==> config.mk <==
export PLATFORM = sky130hd
export DESIGN_NAME = obtc_top
export DESIGN_NICKNAME = d
export VERILOG_FILES = /design/src/obtc_pkg.sv /design/src/obtc_loader.sv /design/src/obtc_wdt_ctl.sv /design/src/obtc_top.sv
export SDC_FILE = /design/constraint.sdc
export NUM_CORES = 1
export LEC_CHECK = 0
export BUFFER_PORTS_ARGS = -buffer_cell sky130_fd_sc_hd__buf_4
export CAP_MARGIN = 20
export CORE_MARGIN = 1
export CORE_UTILIZATION = 50
export CTS_BUF_LIST = sky130_fd_sc_hd__clkbuf_8
export DETAILED_ROUTE_END_ITERATION = 16
export PLACE_DENSITY = 0.88
export SETUP_SLACK_MARGIN = 0.5
export SYNTH_ARGS = -nofsm -noshare
export SYNTH_HDL_FRONTEND = slang
export SYNTH_SLANG_ARGS = --single-unit
==> constraint.sdc <==
create_clock -name ref_clk_in -period 2.3 [get_ports ref_clk_in]
set_input_delay 0.23 -clock ref_clk_in [delete_from_list [all_inputs] [get_ports ref_clk_in]]
set_output_delay 0.23 -clock ref_clk_in [all_outputs]
set_load 0.05 [all_outputs]
==> src/obtc_pkg.sv <==
// package: constants for the option byte and trim configuration block
package obtc_pkg;
  localparam logic [15:0] OPT_ADDR0        = 16'h0000;
  localparam logic [15:0] OPT_ADDR1        = 16'h0001;
  localparam int          BIT_WDT_ACTION   = 7;
  localparam int          BIT_WATCHDOG_ALWAYS_ON       = 6;
  localparam int          BIT_RSV_HI       = 5;
  localparam int          BIT_RSV_LO       = 4;
  localparam int          BIT_BO_AO        = 3;
  localparam int          BIT_READ_PROT    = 2;
  localparam int          BIT_WRITE_PROT   = 0;
  localparam logic [7:0]  RSV_MASK         = 8'h30;
  localparam logic [7:0]  ERASED_VALUE     = 8'hFF;
  localparam logic [7:0]  TRIM_RESET       = 8'h00;
  // register indices; the bus byte address is four times the index
  localparam logic [11:0] OFS_OPTION_ZERO  = 12'h000;
  localparam logic [11:0] OFS_OPTION_ONE   = 12'h001;
  localparam logic [11:0] OFS_TRIM_DATA    = 12'hFF7;
  localparam logic [11:0] OFS_STATUS       = 12'h004;
  localparam logic [11:0] OFS_CONTROL      = 12'h005;
  localparam logic [1:0]  RESP_OKAY        = 2'b00;
  localparam logic [1:0]  RESP_SLVERR      = 2'b10;
  typedef enum logic [1:0] {
    LD_FETCH0 = 2'b00,
    LD_FETCH1 = 2'b01,
    LD_DONE   = 2'b11
  } obtc_load_t;
endpackage

==> src/obtc_loader.sv <==
// option byte loader: reads the two option bytes after reset
`timescale 1ns/10ps
`default_nettype none
module obtc_loader
  import obtc_pkg::*;
(
  input  wire logic        ref_clk_in,
  input  wire logic        rst_in,
  output logic [15:0]      mem_addr_out,
  output logic             mem_rd_out,
  input  wire logic [7:0]  mem_data_in,
  output logic [7:0]       opt0_out,
  output logic [7:0]       opt1_out,
  output logic             done_out
);
  obtc_load_t state_reg;
  obtc_load_t state_next;
  logic [7:0] opt0_reg;
  logic [7:0] opt1_reg;
  // option latches are not reset; they are reloaded after every reset
  always_ff @(posedge ref_clk_in) begin
    if (state_reg == LD_FETCH0) opt0_reg <= mem_data_in | RSV_MASK;
    if (state_reg == LD_FETCH1) opt1_reg <= mem_data_in;
  end
  always_ff @(posedge ref_clk_in) begin
    if (rst_in) state_reg <= LD_FETCH0;
    else state_reg <= state_next;
  end
  always_comb begin
    case (state_reg)
      LD_FETCH0: state_next = LD_FETCH1;
      LD_FETCH1: state_next = LD_DONE;
      LD_DONE:   state_next = LD_DONE;
      default:   state_next = LD_FETCH0;
    endcase
  end
  // memory read is combinational with the address, one byte per cycle
  assign mem_addr_out = (state_reg == LD_FETCH1) ? OPT_ADDR1 : OPT_ADDR0;
  assign mem_rd_out   = (state_reg != LD_DONE);
  assign opt0_out     = opt0_reg;
  assign opt1_out     = opt1_reg;
  assign done_out     = (state_reg == LD_DONE);
endmodule
`default_nettype wire

==> src/obtc_wdt_ctl.sv <==
// watchdog enable and timeout action policy from latched option bits
`timescale 1ns/10ps
`default_nettype none
module obtc_wdt_ctl
  import obtc_pkg::*;
(
  input  wire logic        ref_clk_in,
  input  wire logic        rst_in,
  input  wire logic        cfg_valid_in,
  input  wire logic [7:0]  opt0_in,
  input  wire logic        start_instr_in,
  input  wire logic        stop_recovery_in,
  input  wire logic        timeout_in,
  input  wire logic        irq_enable_in,
  output logic             wdt_enable_out,
  output logic             wdt_irq_out,
  output logic             wdt_reset_out
);
  logic       run_reg;
  logic       irq_reg;
  logic       rst_reg;
  wire  logic always_on  = ~opt0_in[BIT_WATCHDOG_ALWAYS_ON];
  wire  logic act_reset  = opt0_in[BIT_WDT_ACTION];
  wire  logic running    = cfg_valid_in & (always_on | run_reg);
  wire  logic tmo        = running & timeout_in;
  always_ff @(posedge ref_clk_in) begin
    if (rst_in) begin
      run_reg <= 1'b0;
      irq_reg <= 1'b0;
      rst_reg <= 1'b0;
    end else begin
      // stop-mode recovery cannot disable an always-on watchdog
      if (cfg_valid_in && start_instr_in) run_reg <= 1'b1;
      else if (stop_recovery_in) run_reg <= 1'b0;
      // request held until interrupts are enabled and it is taken
      if (tmo && !act_reset) irq_reg <= 1'b1;
      else if (irq_enable_in) irq_reg <= 1'b0;
      rst_reg <= tmo & act_reset;
    end
  end
  assign wdt_enable_out = running;
  assign wdt_irq_out    = irq_reg & irq_enable_in;
  assign wdt_reset_out  = rst_reg;
endmodule
`default_nettype wire

==> src/obtc_top.sv <==
// option byte and trim configuration block with axi4-lite registers
//
// Decided for this implementation: the AXI4-Lite slave port.
`timescale 1ns/10ps
`default_nettype none
module obtc_top
  import obtc_pkg::*;
(
  input  wire logic        ref_clk_in,
  input  wire logic        rst_in,
  output logic [15:0]      mem_addr_out,
  output logic             mem_rd_out,
  input  wire logic [7:0]  mem_data_in,
  input  wire logic        start_instr_in,
  input  wire logic        stop_recovery_in,
  input  wire logic        timeout_in,
  input  wire logic        irq_enable_in,
  output logic             cpu_run_out,
  output logic             wdt_enable_out,
  output logic             wdt_irq_out,
  output logic             wdt_reset_out,
  output logic             brownout_on_out,
  output logic             read_protect_out,
  output logic             write_protect_out,
  output logic [7:0]       trim_out,
  input  wire logic [13:0] s_axi_awaddr,
  input  wire logic        s_axi_awvalid,
  output logic             s_axi_awready,
  input  wire logic [31:0] s_axi_wdata,
  input  wire logic [3:0]  s_axi_wstrb,
  input  wire logic        s_axi_wvalid,
  output logic             s_axi_wready,
  output logic [1:0]       s_axi_bresp,
  output logic             s_axi_bvalid,
  input  wire logic        s_axi_bready,
  input  wire logic [13:0] s_axi_araddr,
  input  wire logic        s_axi_arvalid,
  output logic             s_axi_arready,
  output logic [31:0]      s_axi_rdata,
  output logic [1:0]       s_axi_rresp,
  output logic             s_axi_rvalid,
  input  wire logic        s_axi_rready
);
  logic [7:0]  opt0;
  logic [7:0]  opt1;
  logic        cfg_done;
  logic [7:0]  trim_bit_data_reg;
  logic        aw_got_reg;
  logic        w_got_reg;
  logic [13:0] aw_addr_reg;
  logic [31:0] w_data_reg;
  logic [3:0]  w_strb_reg;
  logic        bvalid_reg;
  logic [1:0]  bresp_reg;
  logic        rvalid_reg;
  logic [31:0] rdata_reg;
  logic [1:0]  rresp_reg;

  obtc_loader u_loader (
    .ref_clk_in   (ref_clk_in),
    .rst_in       (rst_in),
    .mem_addr_out (mem_addr_out),
    .mem_rd_out   (mem_rd_out),
    .mem_data_in  (mem_data_in),
    .opt0_out     (opt0),
    .opt1_out     (opt1),
    .done_out     (cfg_done)
  );

  obtc_wdt_ctl u_wdt (
    .ref_clk_in       (ref_clk_in),
    .rst_in           (rst_in),
    .cfg_valid_in     (cfg_done),
    .opt0_in          (opt0),
    .start_instr_in   (start_instr_in),
    .stop_recovery_in (stop_recovery_in),
    .timeout_in       (timeout_in),
    .irq_enable_in    (irq_enable_in),
    .wdt_enable_out   (wdt_enable_out),
    .wdt_irq_out      (wdt_irq_out),
    .wdt_reset_out    (wdt_reset_out)
  );

  // processor is held until the option latches are valid
  assign cpu_run_out       = cfg_done;
  // protection outputs gated until loaded, so stale latches never leak
  assign brownout_on_out   = cfg_done & ~opt0[BIT_BO_AO];
  assign read_protect_out  = cfg_done & ~opt0[BIT_READ_PROT];
  assign write_protect_out = cfg_done & ~opt0[BIT_WRITE_PROT];
  assign trim_out          = trim_bit_data_reg;

  // word decode: byte lanes within a word select the same register
  function automatic logic hit(input logic [13:0] a, input logic [11:0] idx);
    hit = (a[13:2] == idx);
  endfunction

  // write side: address and data taken in either order
  wire logic wr_go     = aw_got_reg & w_got_reg & ~bvalid_reg;
  wire logic wr_trim   = hit(aw_addr_reg, OFS_TRIM_DATA);
  wire logic wr_ro     = hit(aw_addr_reg, OFS_OPTION_ZERO) | hit(aw_addr_reg, OFS_OPTION_ONE) |
                         hit(aw_addr_reg, OFS_STATUS);
  wire logic wr_ok     = wr_trim | wr_ro;
  assign s_axi_awready = ~aw_got_reg & ~bvalid_reg;
  assign s_axi_wready  = ~w_got_reg & ~bvalid_reg;
  assign s_axi_bvalid  = bvalid_reg;
  assign s_axi_bresp   = bresp_reg;

  always_ff @(posedge ref_clk_in) begin
    if (rst_in) begin
      aw_got_reg <= 1'b0;
      w_got_reg  <= 1'b0;
      aw_addr_reg <= 14'h0000;
      w_data_reg <= 32'h0000_0000;
      w_strb_reg <= 4'h0;
      bvalid_reg <= 1'b0;
      bresp_reg  <= RESP_OKAY;
    end else begin
      if (s_axi_awvalid && s_axi_awready) begin
        aw_got_reg  <= 1'b1;
        aw_addr_reg <= s_axi_awaddr;
      end
      if (s_axi_wvalid && s_axi_wready) begin
        w_got_reg  <= 1'b1;
        w_data_reg <= s_axi_wdata;
        w_strb_reg <= s_axi_wstrb;
      end
      if (wr_go) begin
        aw_got_reg <= 1'b0;
        w_got_reg  <= 1'b0;
        bvalid_reg <= 1'b1;
        bresp_reg  <= wr_ok ? RESP_OKAY : RESP_SLVERR;
      end else if (bvalid_reg && s_axi_bready) begin
        bvalid_reg <= 1'b0;
      end
    end
  end

  // option latches are read-only here; they change only by reprogramming memory
  always_ff @(posedge ref_clk_in) begin
    if (rst_in) trim_bit_data_reg <= TRIM_RESET;
    else if (wr_go && wr_trim && w_strb_reg[0]) trim_bit_data_reg <= w_data_reg[7:0];
  end

  // read side
  wire logic [13:0] ra = s_axi_araddr;
  wire logic rd_o0     = hit(ra, OFS_OPTION_ZERO);
  wire logic rd_o1     = hit(ra, OFS_OPTION_ONE);
  wire logic rd_tr     = hit(ra, OFS_TRIM_DATA);
  wire logic rd_st     = hit(ra, OFS_STATUS);
  wire logic [31:0] status_word = {26'h0, wdt_reset_out, wdt_irq_out, wdt_enable_out,
                                   read_protect_out, write_protect_out, cfg_done};
  wire logic [31:0] rd_mux =
      rd_o0 ? {24'h0, opt0 | RSV_MASK} :
      rd_o1 ? {24'h0, opt1} :
      rd_tr ? {24'h0, trim_bit_data_reg} :
      rd_st ? status_word : 32'h0000_0000;
  wire logic rd_ok     = rd_o0 | rd_o1 | rd_tr | rd_st;
  assign s_axi_arready = ~rvalid_reg;
  assign s_axi_rvalid  = rvalid_reg;
  assign s_axi_rdata   = rdata_reg;
  assign s_axi_rresp   = rresp_reg;

  always_ff @(posedge ref_clk_in) begin
    if (rst_in) begin
      rvalid_reg <= 1'b0;
      rdata_reg  <= 32'h0000_0000;
      rresp_reg  <= RESP_OKAY;
    end else if (s_axi_arvalid && s_axi_arready) begin
      rvalid_reg <= 1'b1;
      rdata_reg  <= rd_mux;
      rresp_reg  <= rd_ok ? RESP_OKAY : RESP_SLVERR;
    end else if (rvalid_reg && s_axi_rready) begin
      rvalid_reg <= 1'b0;
    end
  end
endmodule
`default_nettype wire

==> results of run 1 <==
-- layout by cell type, fill, tap and decap left out, types with 3 or more instances in the layout --
cell,count
a211oi_1,4
buf_4,89
nand2b_1,6
nand2_1,53
and2_1,3
nand4b_1,3
nor4_1,3
nor2_1,19
a211oi_2,3
nand4_1,4
nor3_2,4
conb_1,41
nor4_4,3
edfxtp_1,14
dfxtp_1,48
clkbuf_8,11
inv_1,6
mux2i_1,9
a21oi_1,32
nor3_1,4
-- per-stage QoR --
stage | total power [uW] | instances | instance area, um^2 | setup WS (ns)
CTS | 2780 | 470 | 3680 | 0.687
finish | 2770 | 470 | 3680 | 0.683
global placement | 1720 | 454 | 3450 | 0.393
floorplan | 1640 | 346 | 3060 | 0.403
global route | 2880 | 470 | 3680 | 0.582
detailed placement | 1730 | 454 | 3450 | 0.381
-- final timing paths --
path / startpoint / endpoint / slack [ns]
hold / removal: mem_data_in[5] / u_loader.opt1_out[5] / 0.09
setup / recovery: u_loader.state_reg[1] / wdt_enable_out / 0.68
setup reg to reg: aw_addr_reg[4] / trim_out[6] / 0.81
hold reg to reg: w_data_reg[6] / w_data_reg[6] / 0.46
-- cell usage after synthesis, types with 2 or more instances --
cell      number  area, um^2
nand4_1        4        25.0
a21oi_1       32         160
o21ai_0        2        10.0
mux2i_1        9        90.1
edfxtp_1      14         420
nor2b_1        2        12.5
nor3_2         4        40.0
o21bai_1       2        15.0
o21ai_1        2        10.0
inv_1          5        18.8
a222oi_1       2        20.0
nor4_1         3        18.8
mux2_1         2        22.5
nand4b_1       3        26.3
or4_4          2        22.5
nor2_1        21        78.8
nor4_4         3        63.8
nor3_1         4        20.0
buf_1          3        11.3
a211oi_1       4        30.0
a211oi_2       3        37.5
buf_4         42         315
a211o_1        2        17.5
and2_1         3        18.8
nand2b_1       6        37.5
a311o_1        2        20.0
dfxtp_1       48         961
nand2_1       53         199
clkbuf_1       7        26.3
-- power groups by stage --
stage          logic (uW)  registers (uW)  clock network, uW
2_1_floorplan         376            1270                  0
3_3_place_gp          490            1230                  0
3_5_place_dp          500            1230                  0
4_1_cts               504            1210               1070
5_1_grt               537            1220               1120
6_report              504            1210               1060
-- per-layer routing --
metal | GRT usage (%) | wire length [um]
met1 | 24.0 | 2510
met2 | 36.5 | 3260
met3 | 6.05 | 479
met4 | 11.9 | 189
met5 | 0 | 0
-- layout make-up --
| class | count | area (um^2) |
|---|---|---|
| timing repair buffer | 89 | 668 |
| inverter | 6 | 22.5 |
| sequential | 62 | 1380 |
| fill | 442 | 1860 |
| multi-input combinational | 225 | 1290 |
| clock buffer | 11 | 151 |
| clock inverter | 5 | 73.8 |
| tap | 72 | 90.1 |
-- logic make-up after synthesis --
family,synth area share (%)
AND/OR/NAND/NOR,21.5
flip-flops,47.7
buffers and inverters,13.3
AO/OA/AOI/OAI,13.1
multiplexers,4.27
other,0.129
-- critical path: stages (launching register included) --
cell and delay (ns):
dfxtp_1 0.36, nand2_1 0.17, a21oi_2 0.27, buf_4 0.25
==> metrics.txt, run 1 <==
CTS buffer count 9; fin crit share between 70% and 80%; VDD IR-drop max around 790 uV; CTS tree built; WP data arrival around 1.4 ns; CP required about 2.1 ns; Util after Layout approximately 66%; Hold WS between 0.08 and 0.09 ns; startpoint class of the critical path register; Worst Hold Depth 1; final wirelength roughly 6400 um; Seq pwr share 43.7%; Die ar. between 0.006 and 0.007 mm^2; pin count of the biggest net entering global routing 52; Hold WC Path Type input port to register; first-pass GRT wire length about 10000 um; Avg Synthesized Cell Area between 9 and 10 um^2; detailed-route DRC error count 0; Main synth FF type dfxtp_1; worst reg2reg path depth 5; Die H between 70 and 80 um; post-cts hold buffer count 0; post-CTS resize count 0; wire per inst 13.7 um; switching share of power ~29%; Worst Skew about 0.0094 ns; post-synthesis sequential area ratio between 40% and 50%; max reg flops 12; min Tclk post-route between 1.5 and 2 ns; leak pwr around 0.0016 uW; I/O pins 156; Setup Viol. Count Final 0; postcts setup bufs 0; ys async rst share 0%; Skew-Pair Late Insertion Delay between 0.3 and 0.4 ns; setup TNS 0 ns; ANT cells 0; Nets ~480; row count 27; outcome finished clean; Slew Viols, Final 0; Crit. End Element output pin; power share of the clock group 38.1%; Crit Path Category register to output pin; Reg clk slew, reported paths 0.06 ns; Comb pwr share between 10% and 20%; starting density of the core between 50% and 60%; Final Hold Fails 0; Final ANT Viol Nets 0; via count between 2000 and 2500; synth unique cells 46; cell count after synthesis ~310; layout cells sized above 1 ~31%; H-tree levels 3; Syn-to-layout area delta 26.9%; GPL Wtd Cong 0.888; P_sw just under 800 uW; RSZ-0062 raised after global routing no; worst rel slew slack between 60 and 70%; core area 0.00554 mm^2; post-synthesis instance area between 0.002 and 0.003 mm^2; initial drt markers 160; Max Clk Rate between 600 and 700 MHz; # port buffers 83; antenna violations before repair 0; Pre-antenna DRT Iters 4; P_int 1980 uW; vias in the first global route roughly 2200; CTS Root Cell clkbuf_8; Total GRT Usage 21.4%; Slew @ Worst Pin around 0.53 ns; Die X approximately 78 um; count of warnings emitted by yosys 0; HPWL Detailed around 4700 um; GRT overflow 0; #FFs+latches synth a little over 60; Power Density between 700 and 800 mW/mm^2; number of synthesized flops with an enable pin 14; vias per inst between 5 and 6; Max clock buf depth 2; CP max FO 6; clock sinks slightly above 60; Max-cap violations 0
(Power assumes the default switching activity.)
==> run 2, diff against run 1 <==
CORE_UTILIZATION = 46   (was 50)
PLACE_DENSITY = 0.82   (was 0.88)
clock period = 1.7 ns   (was 2.3 ns; I/O delays follow)
==> metrics.txt, run 2 (synthesis results as in run 1) <==
Reg area between 0.001 and 0.0015 mm^2; WP data arrival roughly 1.7 ns; final std cells w/o fill 492; detailed-route DRC error count 0; slowest cell on the critical path or4_4; final wirelength 6850 um; Worst path most repeated cell buf_4; Hold WC Path Type input port to register; Total GRT Usage 20.4%; CP max stage delay 0.55 ns; CP max FO 4; Nets roughly 500; worst reg2reg path depth 5; max reg flops 12; setup TNS 0 ns; pin count of the biggest net entering global routing 52; Worst Hold Path EP u_loader.opt1_out[1]; ANT cells 0; min-delay src mem_data_in[1]; Max clock buf depth 2; Slew Viols, Final 0; Max-cap violations 0; Crit. End Element register; Die X between 80 and 90 um; # port buffers slightly above 80; r2r endpoint trim_out[7]; Final ANT Viol Nets 0; Hold WS around 0.021 ns; CTS Root Cell clkbuf_8; CTS buffer count 9; Cell Chain, Critical Path buf_6, or4_4, buf_4, nor4_4, buf_4, a211oi_1, a211oi_2; GPL Wtd Cong between 0.8 and 0.9; core area between 0.005 and 0.006 mm^2; leak pwr about 0.0017 uW; startpoint class of the critical path input port; slack of the worst reg-to-reg path 0.29 ns; Final Hold Fails 0; starting density of the core between 40% and 50%; GRT overflow 0; layout cells sized above 1 41.5%; Pre-antenna DRT Iters 5; row count 28; area of the multi-input gates around 0.0014 mm^2; most frequent cells in the layout buf_4, nand2_1, conb_1, dfxtp_1, a21oi_1; outcome finished clean; Fill cells about 470; HPWL Detailed 4560 um; Reg clk slew, reported paths 0.07 ns; antenna violations before repair 0; FF-to-FF Start aw_addr_reg[10]; first-pass GRT wire length 9980 um; dpl cells 457; Slew @ Worst Pin roughly 0.57 ns; Syn-to-layout area delta 39.8%; via count 2480; Die H about 81 um; Power Density 870 mW/mm^2; commonest non-fill, non-tap cell in the layout buf_4; Worst Hold Depth 1; Max Clk Rate 703 MHz; worst rel slew slack ~62%; CTS tree built; Worst Skew roughly 0.0085 ns; VDD IR-drop max approximately 610 uV; CP required 1.95 ns; fin crit share 83.7%; RSZ-0062 raised after global routing yes; I/O pins 156; vias per inst just over 5; H-tree levels 3; wire per inst ~14 um; Setup Viol. Count Final 0; Crit Path Category input port to register; min Tclk post-route between 1 and 1.5 ns; initial drt markers 75; Skew-Pair Late Insertion Delay ~0.33 ns; vias in the first global route 2188; Die ar. between 0.006 and 0.007 mm^2; clock sinks 62
[run 2: cell types whose count changed in the layout (fill, tap and decap cells not counted), sizes merged]
cell,delta
inv,+2
bufinv,-2
buf,+18
clkinv,+1
[run 2: critical path: cells and delay by family]
kind / cells / cell delay (ns)
compound gates: 2 / 0.26
buf+inv: 3 / 0.44
simple gates: 2 / 0.80
[run 2: what timing repair did]
action | in CTS | in global routing
setup endpoints to repair | 28 | 44
cloned | 1 | 0
resized for setup | 28 | 21
buffers inserted | 11 | 7
hold buffers | 0 | 0
pin swaps | 14 | 11
[run 2: power breakdown]
part	switching (uW)	total (uW)	leakage (uW)	internal (uW)
logic	510	767	0.00107	257
clock network	562	1110	0.0000987	551
registers	54.4	1650	0.000534	1590
[run 2: per-layer routing]
layer | GRT usage (%) | part of all wire (%)
met5 | 0 | 0
met1 | 24.2 | 39
met2 | 33.8 | 52
met4 | 8.93 | 1.2
met3 | 5.96 | 7.1
[run 2: metrics by stage]
| step | power (uW) | worst slack, ns | util [%] | area, um^2 |
|---|---|---|---|---|
| global route | 3670 | 0.167 | 67.6 | 4050 |
| floorplan | 2250 | 0.114 | - | 3160 |
| detailed placement | 2360 | -0.0504 | 59.2 | 3550 |
| global placement | 2350 | -0.0329 | 59.2 | 3550 |
| CTS | 3500 | 0.267 | 65.9 | 3950 |
| finish | 3530 | 0.278 | 67.6 | 4050 |
[run 2: worst max-delay path by stage]
| stage | startpoint | to | slack (ns) | cells past startpoint |
|---|---|---|---|---|
| floorplan | s_axi_araddr[7] | s_axi_rdata[4] | 0.11 | 4 |
| global placement | s_axi_araddr[7] | s_axi_rdata[4] | -0.03 | 5 |
| detailed placement | s_axi_araddr[7] | s_axi_rdata[4] | -0.05 | 5 |
| CTS | aw_addr_reg[5] | trim_out[2] | 0.27 | 5 |
| global route | aw_addr_reg[9] | trim_out[1] | 0.17 | 5 |
| finish | s_axi_araddr[12] | s_axi_rdata[4] | 0.28 | 7 |
[run 2: cell type report]
| cell class | instances | area share (%) |
|---|---|---|
| sequential | 62 | 34.8 |
| multi-input combinational | 225 | 34.1 |
| timing repair buffer | 108 | 23.7 |
| clock buffer | 10 | 3.40 |
| tap | 75 | 2.32 |
| inverter | 6 | 0.865 |
| clock inverter | 6 | 0.711 |
==> run 3, diff against run 2 <==
CORE_UTILIZATION = 42   (was 46)
PLACE_DENSITY = 0.79   (was 0.82)
clock period = 1.2 ns   (was 1.7 ns; I/O delays follow)
==> metrics.txt, run 3 (synthesis results as in run 1) <==
outcome finished, violations left; failing checks setup timing; # port buffers 83; Worst Skew ~0.0078 ns; VDD IR-drop max slightly below 800 uV; Final ANT Viol Nets 0; I/O pins roughly 160; CP max stage delay 0.38 ns; core area about 0.0065 mm^2; antenna violations before repair 0; first-pass GRT wire length around 14000 um; clock sinks a little over 60; vias in the first global route roughly 2800; WL met1 around 3800 um; min-delay src s_axi_awaddr[4]; commonest non-fill, non-tap cell in the layout buf_4; worst reg2reg path depth 5; slowest cell on the critical path nor4_4; final wirelength 10100 um; detailed route wirelength on metal3 roughly 550 um; most frequent cells in the layout buf_4, conb_1, buf_8, buf_6, nand2_2; CP max FO 8; Pre-antenna DRT Iters 5; startpoint class of the critical path register; CP required 1.43 ns; H-tree levels 3; RSZ-0062 raised after global routing yes; leak pwr between 0.002 and 0.0025 uW; GRT overflow 0; Max-cap violations 0; Power, Total about 6000 uW; Die H around 85 um; Levels on crit path 5; detailed-route DRC error count 0; Slew Viols, Final 0; vias per inst between 5 and 6; CP delay by family, top simple AND/OR/NAND/NOR gates; r2r endpoint trim_out[5]; setup slack after layout -0.324 ns; Crit Path Category register to register; Die X between 80 and 90 um; wire per inst roughly 18 um; slack of the worst reg-to-reg path -0.32 ns; setup TNS -4.38 ns; WP data arrival 1.75 ns; Total GRT Usage approximately 25%; initial drt markers 183; pin count of the biggest net entering global routing 28; fin crit share 127%; Setup crit end trim_out[5]; met2 wire length 5070 um; FF-to-FF Start aw_addr_reg[11]; row count 29; Setup Viol. Count Final 28; layout cells sized above 1 between 60% and 70%; via count 2948; min Tclk post-route between 1.5 and 2 ns; starting density of the core between 40% and 50%; ANT cells 0; CTS Root Cell clkbuf_8; Skew-Pair Late Insertion Delay ~0.35 ns; Buf/Inv on CP 1; Reg clk slew, reported paths about 0.08 ns; Crit. End Element register; Syn-to-layout area delta 77.2%; Nets 546; CTS tree built; Max clock buf depth 2; Final Hold Fails 0; Cell Chain, Critical Path nand4_1, nor4_4, buf_12, mux2i_1, nor2_1; max reg flops 12; critical path startpoint aw_addr_reg[11]; Power Density 1170 mW/mm^2; Hold WC Path Type input port to register; HPWL Detailed ~5300 um; Die ar. a little over 0.007 mm^2; CTS buffer count 9; max layer used met4; GPL Wtd Cong about 0.89; Max Clk Rate 656 MHz
-- run 3: cell count changes in the layout (fill, tap and decap cells not counted), moves of 9 or more --
cell / previous run / this run
dfxtp_2: 9 / 21
nand2_4: 0 / 9
a21oi_2: 1 / 19
buf_6: 14 / 28
dfxtp_1: 34 / 17
nand2_2: 2 / 25
a21oi_1: 31 / 13
nand2_1: 50 / 16
buf_8: 4 / 29
-- run 3: power by group --
part	internal (uW)	leakage, uW	switching (uW)
clock	1220	0.000108	881
combinational	624	0.00151	927
sequential	2240	0.000543	96.6
-- run 3: layout make-up --
cell class | count | area (um^2)
flip-flops and latches | 62 | 1450
inverters | 6 | 40.0
clock inverters | 6 | 85.1
clock buffers | 10 | 138
multi-input cells | 228 | 1710
repair buffers | 156 | 1620
fillers | 335 | 1360
well taps | 77 | 96.3
-- run 3: tightest hold or removal path, cell delays in order --
cell     delay [ns]
buf_4          0.11
nand2_2        0.05
a21oi_2        0.04
-- run 3: what timing repair did --
action,in CTS,in global routing
hold buffers,8,0
cloned,3,2
resized for setup,126,57
endpoints found under the hold margin,14,0
setup endpoints to repair,92,96
buffers inserted,23,6
pin swaps,24,23
-- run 3: worst min-delay path by stage --
stage / endpoint / slack [ns] / cells after the start
after floorplan: u_loader.opt0_out[0] / 0.22 / 0
after global placement: u_loader.opt1_out[1] / 0.31 / 1
after detailed placement: u_loader.opt1_out[5] / 0.31 / 1
after CTS: aw_addr_reg[2] / 0.003 / 3
after global routing: aw_addr_reg[11] / 0.01 / 3
final: aw_addr_reg[4] / 0.01 / 3
-- run 3: through the flow --
step	hold WS, ns	util, %	setup WS (ns)	std cells	instance area [um^2]
6_report	0.0123	79.1	-0.324	545	5140
5_1_grt	0.0120	79.1	-0.370	545	5140
4_1_cts	0.00346	74.7	-0.221	537	4850
3_5_place_dp	0.309	59.8	-0.509	487	3880
3_3_place_gp	0.309	59.8	-0.480	487	3880
2_1_floorplan	0.219	-	-0.374	346	3280
-- run 3: routing by layer --
metal / GRT usage [%] / vias to the layer above
met5: 0 / -
met4: 16.2 / 0
met3: 5.74 / 53
met2: 42.3 / 158
met1: 28.4 / 1429
li1: - / 1308
